--- src/core/pwm_level_pkg.sv ---
`default_nettype none
package pwm_level_pkg;

	// Register byte offsets on the bus.
	localparam logic [3:0] ADDR_ONE  = 4'h0;
	localparam logic [3:0] ADDR_TWO  = 4'h4;
	localparam logic [3:0] ADDR_BUF  = 4'h8;
	localparam logic [3:0] ADDR_MODE = 4'hC;

	// Field positions in the first output control register.
	localparam int ONE_TSEL_BIT = 2;
	localparam int ONE_REV_BIT  = 1;
	localparam int ONE_POS_BIT  = 0;

	// Copy timing codes of the second output control register.
	localparam logic [1:0] COPY_NONE   = 2'h0;
	localparam logic [1:0] COPY_CREST  = 2'h1;
	localparam logic [1:0] COPY_TROUGH = 2'h2;
	localparam logic [1:0] COPY_BOTH   = 2'h3;

	// Reverse-phase outputs sit on the odd level bits.
	localparam logic [5:0] REV_MASK = 6'h2A;

	// Timer operating modes; code 11 is illegal and behaves as normal.
	typedef enum logic [1:0] {
		MODE_NORMAL = 2'b00,
		MODE_COMPL  = 2'b01,
		MODE_RSYNC  = 2'b10
	} pwm_mode_t;

	// Second output control register layout.
	typedef struct packed {
		logic [1:0] copy_timing;
		logic [5:0] levels;
	} level_two_t;

	localparam level_two_t TWO_RESET   = 8'h00;
	localparam logic [5:0] LEVEL_RESET = 6'h00;
	localparam logic [2:0] ONE_RESET   = 3'h0;
	localparam logic [1:0] MODE_RESET  = 2'h0;

	// Timing: clock period and default dead time.
	localparam int CLK_PERIOD_NS = 5;
	localparam int DEAD_TIME_NS  = 100;
	localparam int DEAD_CYCLES   = (DEAD_TIME_NS + CLK_PERIOD_NS - 1) / CLK_PERIOD_NS;

endpackage
`default_nettype wire

--- src/core/pwm_output_level_select.sv ---
// Summary of operation
// - Second output control register is 8-bit read/write, zero after reset.
// - Level settings apply only in complementary and reset-synchronized PWM modes.
// - Bits 7:6 choose the buffer copy point; 00 never copies.
// - Complementary mode, code 01: copy buffer at channel-four counter crest.
// - Complementary mode, code 10: copy buffer at channel-four counter trough.
// - Complementary mode, code 11: copy buffer at crest and trough.
// - Reset-synchronized mode, code 01: copy on counter clear; 10 and 11 forbidden.
// - Six level bits take effect only while table select is one.
// - Bits 5, 3, 1 drive ch4_out_d, ch4_out_c, ch3_out_d.
// - Bits 4, 2, 0 drive ch4_out_b, ch4_out_a, ch3_out_b.
// - Reverse bit zero: idle high, active low; one inverts.
// - Positive bit zero: idle high, active low; one inverts.
// - Reverse outputs hold initial level until dead time passes after start.
// - Separate buffer register bits 5:0 feed the copied level bits.
// - Table select zero: first register's single level bits set polarity.
`default_nettype none
module pwm_output_level_select
	import pwm_level_pkg::*;
#(
	parameter int DEAD_CNT = DEAD_CYCLES
) (
	input  wire logic        clk_i,
	input  wire logic        rst_i,
	input  wire logic        wb_cyc_i,
	input  wire logic        wb_stb_i,
	input  wire logic        wb_we_i,
	input  wire logic [3:0]  wb_adr_i,
	input  wire logic [3:0]  wb_sel_i,
	input  wire logic [31:0] wb_dat_i,
	output logic      [31:0] wb_dat_o,
	output logic             wb_ack_o,
	input  wire logic        crest_i,
	input  wire logic        trough_i,
	input  wire logic        clear_i,
	input  wire logic        counting_i,
	input  wire logic [5:0]  phase_on_i,
	output logic             ch4_out_d_o,
	output logic             ch4_out_b_o,
	output logic             ch4_out_c_o,
	output logic             ch4_out_a_o,
	output logic             ch3_out_d_o,
	output logic             ch3_out_b_o
);

	localparam int DW = $clog2(DEAD_CNT + 1);
	localparam logic [DW-1:0] DEAD_LAST = DW'(DEAD_CNT);
	localparam logic [DW-1:0] DEAD_ONE  = DW'(1);

	logic [2:0]  one_r;
	level_two_t  two_r;
	level_two_t  two_nxt;
	logic [5:0]  buf_r;
	logic [1:0]  mode_r;
	logic        ack_r;
	logic [31:0] rdat_r;
	logic [31:0] rdat_nxt;
	logic [DW-1:0] dt_r;
	logic [DW-1:0] dt_nxt;
	logic [5:0]  out_r;
	logic [5:0]  out_nxt;

	// Decides whether the current counter event triggers a buffer copy.
	function automatic logic copy_due(input logic [1:0] mode, input logic [1:0] tim,
			input logic crest, input logic trough, input logic clr);
		logic due;
		due = 1'b0;
		unique case (pwm_mode_t'(mode))
			MODE_COMPL: due = (tim[0] & crest) | (tim[1] & trough);
			MODE_RSYNC: due = (tim == COPY_CREST) & clr;
			MODE_NORMAL: due = 1'b0;
			default: due = 1'b0;
		endcase
		return due;
	endfunction

	// Bus decode; a request is taken once, in the cycle before ack.
	wire bus_req  = wb_cyc_i & wb_stb_i & ~ack_r;
	wire wr_lane0 = bus_req & wb_we_i & wb_sel_i[0];
	wire wr_one   = wr_lane0 & (wb_adr_i == ADDR_ONE);
	wire wr_two   = wr_lane0 & (wb_adr_i == ADDR_TWO);
	wire wr_buf   = wr_lane0 & (wb_adr_i == ADDR_BUF);
	wire wr_mode  = wr_lane0 & (wb_adr_i == ADDR_MODE);

	// Mode, copy event and level table selection.
	wire pwm_mode = (mode_r == MODE_COMPL) | (mode_r == MODE_RSYNC);
	wire do_copy  = copy_due(mode_r, two_r.copy_timing, crest_i, trough_i, clear_i);
	wire [5:0] one_levels = {3{one_r[ONE_REV_BIT], one_r[ONE_POS_BIT]}};
	wire [5:0] eff_levels = one_r[ONE_TSEL_BIT] ? two_r.levels : one_levels;
	wire dead_done = (dt_r == DEAD_LAST);

	// Next value of the second register; a copy overrides a write of the level bits.
	always_comb begin
		two_nxt = two_r;
		if (wr_two) begin
			two_nxt = level_two_t'(wb_dat_i[7:0]);
		end
		if (do_copy) begin
			two_nxt.levels = buf_r;
		end
	end

	// Read multiplexer; unmapped offsets read as zero.
	always_comb begin
		rdat_nxt = 32'h0000_0000;
		unique case (wb_adr_i)
			ADDR_ONE:  rdat_nxt[2:0] = one_r;
			ADDR_TWO:  rdat_nxt[7:0] = two_r;
			ADDR_BUF:  rdat_nxt[5:0] = buf_r;
			ADDR_MODE: rdat_nxt[1:0] = mode_r;
			default:   rdat_nxt = 32'h0000_0000;
		endcase
	end

	// Dead-time counter restarts whenever counting stops.
	always_comb begin
		dt_nxt = dt_r;
		if (!counting_i) begin
			dt_nxt = '0;
		end else if (!dead_done) begin
			dt_nxt = dt_r + DEAD_ONE;
		end
	end

	// Pin levels: active level is the bit, initial level its inverse.
	genvar gi;
	generate
		for (gi = 0; gi < 6; gi++) begin : g_pin
			localparam bit IS_REV = REV_MASK[gi];
			wire on_w = counting_i & phase_on_i[gi] & (~IS_REV | dead_done);
			assign out_nxt[gi] = pwm_mode ? (on_w ? eff_levels[gi] : ~eff_levels[gi])
				: phase_on_i[gi];
		end
	endgenerate

	// Registers and bus answer.
	always_ff @(posedge clk_i) begin
		if (rst_i) begin
			one_r  <= ONE_RESET;
			two_r  <= TWO_RESET;
			buf_r  <= LEVEL_RESET;
			mode_r <= MODE_RESET;
			ack_r  <= 1'b0;
			rdat_r <= 32'h0000_0000;
			dt_r   <= '0;
			out_r  <= LEVEL_RESET;
		end else begin
			if (wr_one) one_r <= wb_dat_i[2:0];
			if (wr_buf) buf_r <= wb_dat_i[5:0];
			if (wr_mode) mode_r <= wb_dat_i[1:0];
			two_r  <= two_nxt;
			ack_r  <= wb_cyc_i & wb_stb_i & ~ack_r;
			rdat_r <= rdat_nxt;
			dt_r   <= dt_nxt;
			out_r  <= out_nxt;
		end
	end

	assign wb_ack_o    = ack_r;
	assign wb_dat_o    = rdat_r;
	assign ch4_out_d_o = out_r[5];
	assign ch4_out_c_o = out_r[3];
	assign ch3_out_d_o = out_r[1];
	assign ch4_out_b_o = out_r[4];
	assign ch4_out_a_o = out_r[2];
	assign ch3_out_b_o = out_r[0];
endmodule
`default_nettype wire

--- config.mk ---
export PLATFORM = sky130hd
export DESIGN_NAME = pwm_output_level_select
export DESIGN_NICKNAME = d
export VERILOG_FILES = /design/src/core/pwm_level_pkg.sv /design/src/core/pwm_output_level_select.sv
export SDC_FILE = /design/constraint.sdc
export NUM_CORES = 1
export LEC_CHECK = 0
export ABC_AREA = 0
export BUFFER_PORTS_ARGS = -buffer_cell sky130_fd_sc_hd__buf_2
export CELL_PAD_IN_SITES_DETAIL_PLACEMENT = 0
export CELL_PAD_IN_SITES_GLOBAL_PLACEMENT = 2
export CORE_ASPECT_RATIO = 1.1
export CORE_MARGIN = 1
export CORE_UTILIZATION = 25
export DETAILED_ROUTE_END_ITERATION = 10
export PLACE_DENSITY_LB_ADDON = 0.1
export SYNTH_ARGS = -nofsm -noshare
export SYNTH_HDL_FRONTEND = slang
export SYNTH_SLANG_ARGS = --single-unit
--- constraint.sdc ---
create_clock -name clk_i -period 1.77 [get_ports clk_i]
set_clock_uncertainty 0.1 [all_clocks]
set_input_delay 0.354 -clock clk_i [delete_from_list [all_inputs] [get_ports clk_i]]
set_output_delay 0.354 -clock clk_i [all_outputs]
set_load 0.02 [all_outputs]
After elaboration in Yosys (flattened, before gate mapping)
Index checks and enable logic that the tools add are counted.
{"block": "totals", "wordCells": 73, "reg_bits": 63, "input_bits": 55, "out_inout_bits": 39}
{"block": "op_classes", "n_bitwise": 31, "eq_ne": 7, "n_addsub": 1, "muxes": 19, "n_reduce_logical": 4}
{"op": "1-bit AND", "n": 20}
{"op": "6-bit two-way mux", "n": 3}
{"op": "1-bit two-way mux", "n": 12}
{"op": "1-bit inverter", "n": 9}
{"op": "4-bit == test (second input constant)", "n": 2}
{"op": "2-bit one-hot mux with 4 select lines", "n": 1}
{"op": "3-bit one-hot mux with 2 select lines", "n": 1}
{"op": "5-bit by 1-bit adder with 5-bit output (second input constant)", "n": 1}
{"op": "5-bit == test (second input constant)", "n": 1}
{"op": "2-bit by 1-bit == test with 1-bit output (second input constant)", "n": 2}
{"op": "4-bit by 3-bit == test with 1-bit output (second input constant)", "n": 1}
{"op": "4-bit logical NOT", "n": 1}
{"op": "2-bit OR reduction", "n": 2}
{"op": "1-bit one-hot mux with 3 select lines", "n": 1}
{"op": "2-bit == test (second input constant)", "n": 1}
{"op": "1-bit OR", "n": 2}
{"op": "1-bit one-hot mux with 2 select lines", "n": 1}
{"op": "2-bit nonzero test", "n": 1}

Logic depth before layout (Yosys ltp)
Gate-level depths: netlist of the first run.
{"block": "depth", "word_depth": 7, "depth_mapped": 7, "depth_no_buf": 6}

Worst setup path after synthesis of the first run
No wires, ideal clock.
{"block": "synth_path", "kind": "flip-flop to flip-flop", "from": "reg dt_r[0]", "to": "reg out_r[1]", "n_path_buf": 1, "path_slack_ns": 0.139, "arrival_ns": 1.456, "period_less_slack_ns": 1.631, "path_stages_with_launch": 8, "setup_time_ns": 0.074, "required_time_ns": 1.596, "cell_sequence": "dfxtp_1 -> inv_1 -> ha_1 -> and4b_4 -> and2_4 -> buf_6 -> a211o_1 -> a31oi_1"}
{"block": "synth_between", "elab_chain_cells": 4}
{"element": "start, declared", "line_no": "pwm_output_level_select.sv:58", "source": "logic [DW-1:0] dt_r;"}
{"element": "start signal, assigned", "line_no": "pwm_output_level_select.sv:154", "source": "dt_r <= dt_nxt;"}
{"element": "5-bit == test", "line_no": "pwm_output_level_select.sv:90", "source": "wire dead_done = (dt_r == DEAD_LAST);"}
{"element": "1-bit AND", "line_no": "pwm_output_level_select.sv:130", "source": "wire on_w = counting_i & phase_on_i[gi] & (~IS_REV | dead_done);"}
{"element": "1-bit two-way mux (2 in series)", "line_no": "pwm_output_level_select.sv:131", "source": "assign out_nxt[gi] = pwm_mode ? (on_w ? eff_levels[gi] : ~eff_levels[gi])"}
{"element": "end signal, assigned", "line_no": "pwm_output_level_select.sv:155", "source": "out_r <= out_nxt;"}
{"element": "end, declared", "line_no": "pwm_output_level_select.sv:60", "source": "logic [5:0] out_r;"}
No other way between the ends.
A chain may end at the register's enable or synchronous reset.

Final worst setup path of the first run
{"block": "layout_path", "from": "reg dt_r[0]", "to": "reg out_r[5]"}
The elaborated chain is that of the path after synthesis.

==> results of run 1 <==
==> timing repair <==
action	4_1_cts	5_1_grt
hold buffers	0	0
gates resized for setup	0	2
endpoints found under the setup margin	0	6
endpoints found under the hold margin	0	0
==> layout make-up <==
class / count / share of cell area [%]
multi-input combinational: 153 / 43.3
sequential: 39 / 33.8
timing repair buffer: 51 / 12.0
tap: 105 / 5.69
clock buffer: 8 / 4.33
inverter: 5 / 0.813
==> placed cells by master (no fill, tap or decap), drive strengths merged, types with 2 or more instances in the layout <==
master  count
o21ai       3
mux4        2
xor2        5
inv         5
a31oi       3
nand3       8
buf        51
dfxtp      39
nand2b      2
mux2i      20
nor2b       4
conb       24
and2        3
nor2       31
ha          4
nand2      11
nor3        3
a22oi       3
a21oi       3
a211oi      9
a211o       3
clkbuf      8
and3        2
==> stage by stage <==
stage | hold WS [ns] | power, W | utilization (%) | cells | area (um2)
final | 0.200 | 0.00172 | 30.9 | 361 | 2310
after CTS | 0.200 | 0.00176 | 30.7 | 361 | 2290
after floorplan | 0.362 | 0.00106 | - | 231 | 2020
after detailed placement | 0.384 | 0.00108 | 29.3 | 353 | 2190
after global routing | 0.213 | 0.00181 | 30.9 | 361 | 2310
after global placement | 0.394 | 0.00108 | 29.3 | 353 | 2190
==> power breakdown <==
part | internal, W | leakage [nW] | switching (W)
registers | 0.000888 | 0.316 | 0.00000465
logic | 0.0000511 | 0.761 | 0.000114
clock network | 0.000356 | 0.0515 | 0.000308
total | 0.00130 | 1.13 | 0.000427
==> layer usage <==
| metal | global-route usage (%) | wire length (um) | vias to the layer above |
|---|---|---|---|
| met5 | 0 | 0 | - |
| met4 | 3.75 | 59 | 0 |
| met3 | 2.46 | 187 | 6 |
| met2 | 18.5 | 1940 | 53 |
| met1 | 14.7 | 2250 | 672 |
| li1 | - | - | 762 |
==> sequential cells by signal, indices dropped and copies added, names as in the netlist <==
register  cells
wb_ack_o      1
wb_dat_o      8
out_r         6
two_r         8
mode_r        2
dt_r          5
one_r         3
buf_r         6
==> critical path, delay by kind of cell (launching register included) <==
family / cells / cell delay [ns]
AO/OA/AOI/OAI: 2 / 0.44
AND/OR/NAND/NOR: 2 / 0.38
buffers and inverters: 1 / 0.08
flip-flops: 1 / 0.38
adder cells (fa/ha/maj): 1 / 0.22
==> synthesized netlist by cell type, drive strengths merged, types with 4 or more instances <==
master   n  share of area [%]
mux2i   20                 10
inv      5               0.97
a211oi   9                3.5
nor2    31                6.0
dfxtp   39                 40
clkbuf   5               0.97
xor2     5                2.3
nor2b    4                1.3
ha       4                2.6
nand2   11                2.1
buf     29                 11
nand3    8                2.6
==> worst max-delay path by stage <==
| stage | start | to | slack [ns] | depth (start not counted) |
|---|---|---|---|---|
| 3_5_place_dp | mode_r[0]$_SDFFE_PP0P_ | two_r[0]$_SDFFE_PP0P_ | 0.07 | 7 |
| 5_1_grt | dt_r[0]$_SDFFE_PP0N_ | out_r[5]$_SDFF_PP0_ | 0.02 | 6 |
| 3_3_place_gp | mode_r[0]$_SDFFE_PP0P_ | two_r[5]$_SDFFE_PP0P_ | 0.08 | 6 |
| 6_report | dt_r[0]$_SDFFE_PP0N_ | out_r[5]$_SDFF_PP0_ | 0.11 | 6 |
| 4_1_cts | mode_r[0]$_SDFFE_PP0P_ | two_r[0]$_SDFFE_PP0P_ | 0.06 | 7 |
| 2_1_floorplan | dt_r[0]$_SDFFE_PP0N_ | out_r[1]$_SDFF_PP0_ | 0.14 | 7 |
==> cells by family after synthesis <==
logic type	after synthesis	synth area share (%)
AND/OR/NAND/NOR	71	18.8
multiplexers	22	12.7
XOR/XNOR	6	2.72
other	1	0.194
adder cells (fa/ha/maj)	4	2.59
flip-flops	39	40.4
buffers and inverters	39	13.1
AO/OA/AOI/OAI	26	9.46
==> results.yml, run 1 <==
outcome:
  result_of_the_run: "complete, no violations"
sta:
  slew_violations: 0
  fin_tns_setup_ns: 0
  min_period_over_period_pct: 94.0
  finalCriticalPeriod_ns: 1.66
  grt_setup_unrepaired: "false"
  finalWorstSetupSlack_ns: 0.105
  finalHoldViolCount: 0
  setup_viol: 0
  fmax_ghz: 0.601
setup_path:
  crit_fanout: 6
  required_ns: 1.89
  endpoint_kind: "flip-flop"
  source_of_the_worst_register_to_register_timing_path: "dt_r[0]$_SDFFE_PP0N_"
  crit_arrival_ns: 1.78
  slowest_stage: "sky130_fd_sc_hd__dfxtp_1"
  timing.reg2reg.setup_slack_ns: 0.11
  start_kind: "flip-flop"
  critical_path.max_stage_delay_ns: 0.38
  timing.setup.critical_path_class: "flip-flop to flip-flop"
  critical_path.cell_chain: "inv_1, ha_1, and4b_4, and2_4, a211o_1, a31oi_1"
  r2r-end: "out_r[5]$_SDFF_PP0_"
  worst_r2r_path_depth: 6
clock_network:
  cts.htree.levels: 2
  clk_pin_slew_ns: 0.08
  cts_tree: "built"
  post-cts-setup-buffers: 0
  clock_tree.buffer_depth: 2
  cts_inserted_buffers: 5
  clock_tree.root_cell: "sky130_fd_sc_hd__clkbuf_8"
  clock-sinks: 39
  worstSkewPairLatency_ns: 0.29
finish:
  antennaDiodeCount: 0
  nFillCells: 794
  footprint_of_the_flip_flops_and_latches_um2: 781
  share_of_final_layout_standard_cells_stronger_than_drive_strength_1_pct: 26.2
  net_count_reported_at_finish: 314
  area_delta_synth_final_pct: 19.6
  multiInputGateArea_um2: 1000
routing:
  drt_wl_total_mm: 4.43
  vias_per_cell: 4.14
  detailedRoute.firstPassIterationCount: 5
  final_antenna_net_count: 0
  drc: 0
  wl_per_cell_um: 12.3
  detail_route.iter0.violations: 50
  via_count: 1493
job:
  cap_violations: 0
global_route:
  gr-total-overflow: 0
  antenna_found_initial: 0
  via_count_of_the_first_global_routing_pass: 1347
  grt_start_max_net_pins: 27
  global_route_wire_length_before_repair_mm: 6.87
  gr-usage-all-layers_pct: 11.3
worst_hold_path:
  hp-start: "wb_dat_i[7]"
  hold_critical_path_depth: 3
  capture_endpoint_of_the_worst_hold_path: "two_r[7]$_SDFFE_PP0P_"
  hold_path_class: "primary input to flip-flop"
floorplanning:
  io-pin-count: 94
  die_height_um: 94.2
  fp.dieArea_um2: 8080
  floorplan.initialDensity_pct: 25.8
  core_um2: 7470
  dieWidth_um: 85.8
  placement_rows: 33
synthesis:
  mappedNetlistArea_um2: 1930
  synth-seq-area-share_pct: 40.4
  synthesis.area_per_instance_um2: 9.29
  post_synth_num_cell_types: 37
  synth-async-reset-ratio_pct: 0
  synthFlopType: "sky130_fd_sc_hd__dfxtp_1"
  ys.warnings.count: 0
  synthesis.instances: 208
  synth-edff-count: 0
  register_bit_total_from_synthesis: 39
power:
  peakVddDrop_v: 0.000225
  power-per-cell-area_nw_per_um2: 745
  cellLeakagePower_nw: 1.13
placed_design:
  post_detailed_placement_half_perimeter_wirelength_mm: 3.35
  final_gp_congestion: 0.648
  io_buffers: 42
  pre_cts_setup_slack_ns: 0.0705
Note: power is estimated with default switching activity, not from simulation.
==> run 2: changes to the inputs <==
CTS_BUF_LIST = sky130_fd_sc_hd__clkbuf_16   (was not set)
==> run 2 against run 1 <==
Compared with the run above:
- combinational power barely moved
- die area did not move
- first-iteration DRC count fell by 12%
- critical path depth did not move
- total power rose by 10%
- wire length rose by 0.18%
- sequential cell count did not move
- clock power rose by 26%
- critical path type unchanged
==> results.yml, run 2 (synthesis results as in run 1) <==
floorplanning:
  io-pin-count: 94
  die_height_um: 94.2
  placement_rows: 33
  dieWidth_um: 85.8
  fp.dieArea_um2: 8080
  core_um2: 7470
  floorplan.initialDensity_pct: 25.8
routing:
  vias_per_cell: 4.08
  detailedRoute.firstPassIterationCount: 4
  wl_per_cell_um: 12.3
  drc: 0
  detail_route.iter0.violations: 44
  via_count: 1474
  final_antenna_net_count: 0
  drt_wl_total_mm: 4.44
sta:
  min_period_over_period_pct: 93.8
  fmax_ghz: 0.602
  finalHoldViolCount: 0
  grt_setup_unrepaired: "false"
  setup_viol: 0
  slew_violations: 0
  finalHoldWorstSlack_ns: 0.217
  finalCriticalPeriod_ns: 1.66
  fin_tns_setup_ns: 0
placed_design:
  post_detailed_placement_half_perimeter_wirelength_mm: 3.35
  final_gp_congestion: 0.648
  io_buffers: 42
clock_network:
  cts_tree: "built"
  clk_pin_slew_ns: 0.06
  clock-sinks: 39
  cts_inserted_buffers: 5
  cts.htree.levels: 2
  clock_tree.root_cell: "sky130_fd_sc_hd__clkbuf_16"
  clock_tree.buffer_depth: 2
  worstSkewPairLatency_ns: 0.28
  post-cts-setup-buffers: 0
  holdBufCountCts: 0
  cts_resized: 0
finish:
  net_count_reported_at_finish: 314
  antennaDiodeCount: 0
  mostFrequentLayoutCell: "sky130_fd_sc_hd__buf_2"
  nFillCells: 788
  share_of_final_layout_standard_cells_stronger_than_drive_strength_1_pct: 25.4
  area_delta_synth_final_pct: 21.4
  mostFrequentLayoutCells: "sky130_fd_sc_hd__buf_2 (42), sky130_fd_sc_hd__dfxtp_1 (39), sky130_fd_sc_hd__nor2_1 (31)"
power:
  cellLeakagePower_nw: 1.15
  power-per-cell-area_nw_per_um2: 808
  peakVddDrop_v: 0.000301
global_route:
  via_count_of_the_first_global_routing_pass: 1352
  gr-total-overflow: 0
  global_route_wire_length_before_repair_mm: 6.90
  antenna_found_initial: 0
  gr-usage-all-layers_pct: 11.3
  grt_start_max_net_pins: 27
setup_path:
  start_kind: "flip-flop"
  critical-path-top-delay-family: "compound AO/OA/AOI/OAI gates"
  slowest_stage: "sky130_fd_sc_hd__dfxtp_1"
  required_ns: 1.87
  critical_path.cell_chain: "inv_1, ha_1, and4b_4, and2_4, a211o_1, a31oi_1"
  crit_fanout: 6
  timing.setup.critical_path_class: "flip-flop to flip-flop"
  critical_path.max_stage_delay_ns: 0.37
  crit_arrival_ns: 1.76
  endpoint_kind: "flip-flop"
  crit_buf_inv: 1
job:
  cap_violations: 0
outcome:
  result_of_the_run: "complete, no violations"
worst_hold_path:
  hold_path_class: "primary input to flip-flop"
==> run 2: cell type report <==
type | instances | area [um2] | share of cell area, %
Tap cell | 105 | 131 | 5.60
Multi-Input combinational cell | 153 | 1000 | 42.7
Sequential cell | 39 | 781 | 33.3
Inverter | 5 | 18.8 | 0.800
Clock buffer | 5 | 125 | 5.33
Timing Repair Buffer | 51 | 278 | 11.8
Clock inverter | 3 | 11.3 | 0.480
==> run 2: through the flow <==
stage	setup slack [ns]	util [%]	power [W]	area (um2)	instances
2_1_floorplan	0.139	-	0.00106	2020	231
3_3_place_gp	0.0829	29.3	0.00108	2190	353
3_5_place_dp	0.0705	29.3	0.00108	2190	353
4_1_cts	0.0620	31.2	0.00194	2330	361
5_1_grt	0.0191	31.4	0.00199	2350	361
6_report	0.110	31.4	0.00190	2350	361
==> run 2: path summary, 6_finish.rpt <==
path                            depth (start not counted)  slack [ns]               endpoint            startpoint
worst min-delay path                                    3        0.22  two_r[7]$_SDFFE_PP0P_           wb_dat_i[7]
worst min register to register                          2        0.39   dt_r[1]$_SDFFE_PP0N_  dt_r[1]$_SDFFE_PP0N_
worst max register to register                          6        0.11    out_r[5]$_SDFF_PP0_  dt_r[0]$_SDFFE_PP0N_
worst max-delay path                                    6        0.11    out_r[5]$_SDFF_PP0_  dt_r[0]$_SDFFE_PP0N_
==> run 2: power breakdown <==
part	internal, W	total (W)	switching (W)	leakage [nW]
Clock	0.000507	0.000837	0.000330	0.0701
Combinational	0.0000511	0.000165	0.000114	0.761
Sequential	0.000889	0.000894	0.00000466	0.316
==> run 2: worst reg2reg max path: stages (launching register included) <==
cell and delay [ns]:
sky130_fd_sc_hd__dfxtp_1 0.37, sky130_fd_sc_hd__inv_1 0.08, sky130_fd_sc_hd__ha_1 0.22, sky130_fd_sc_hd__and4b_4 0.20, sky130_fd_sc_hd__and2_4 0.18, sky130_fd_sc_hd__a211o_1 0.29
sky130_fd_sc_hd__a31oi_1 0.16
==> run 2: metal layers <==
metal	global-route usage, %	up-vias	routed length (um)
met2	18.6	41	2040
li1	-	763	-
met3	1.67	0	128
met4	4.58	0	0
met5	0	-	0
met1	14.8	670	2270
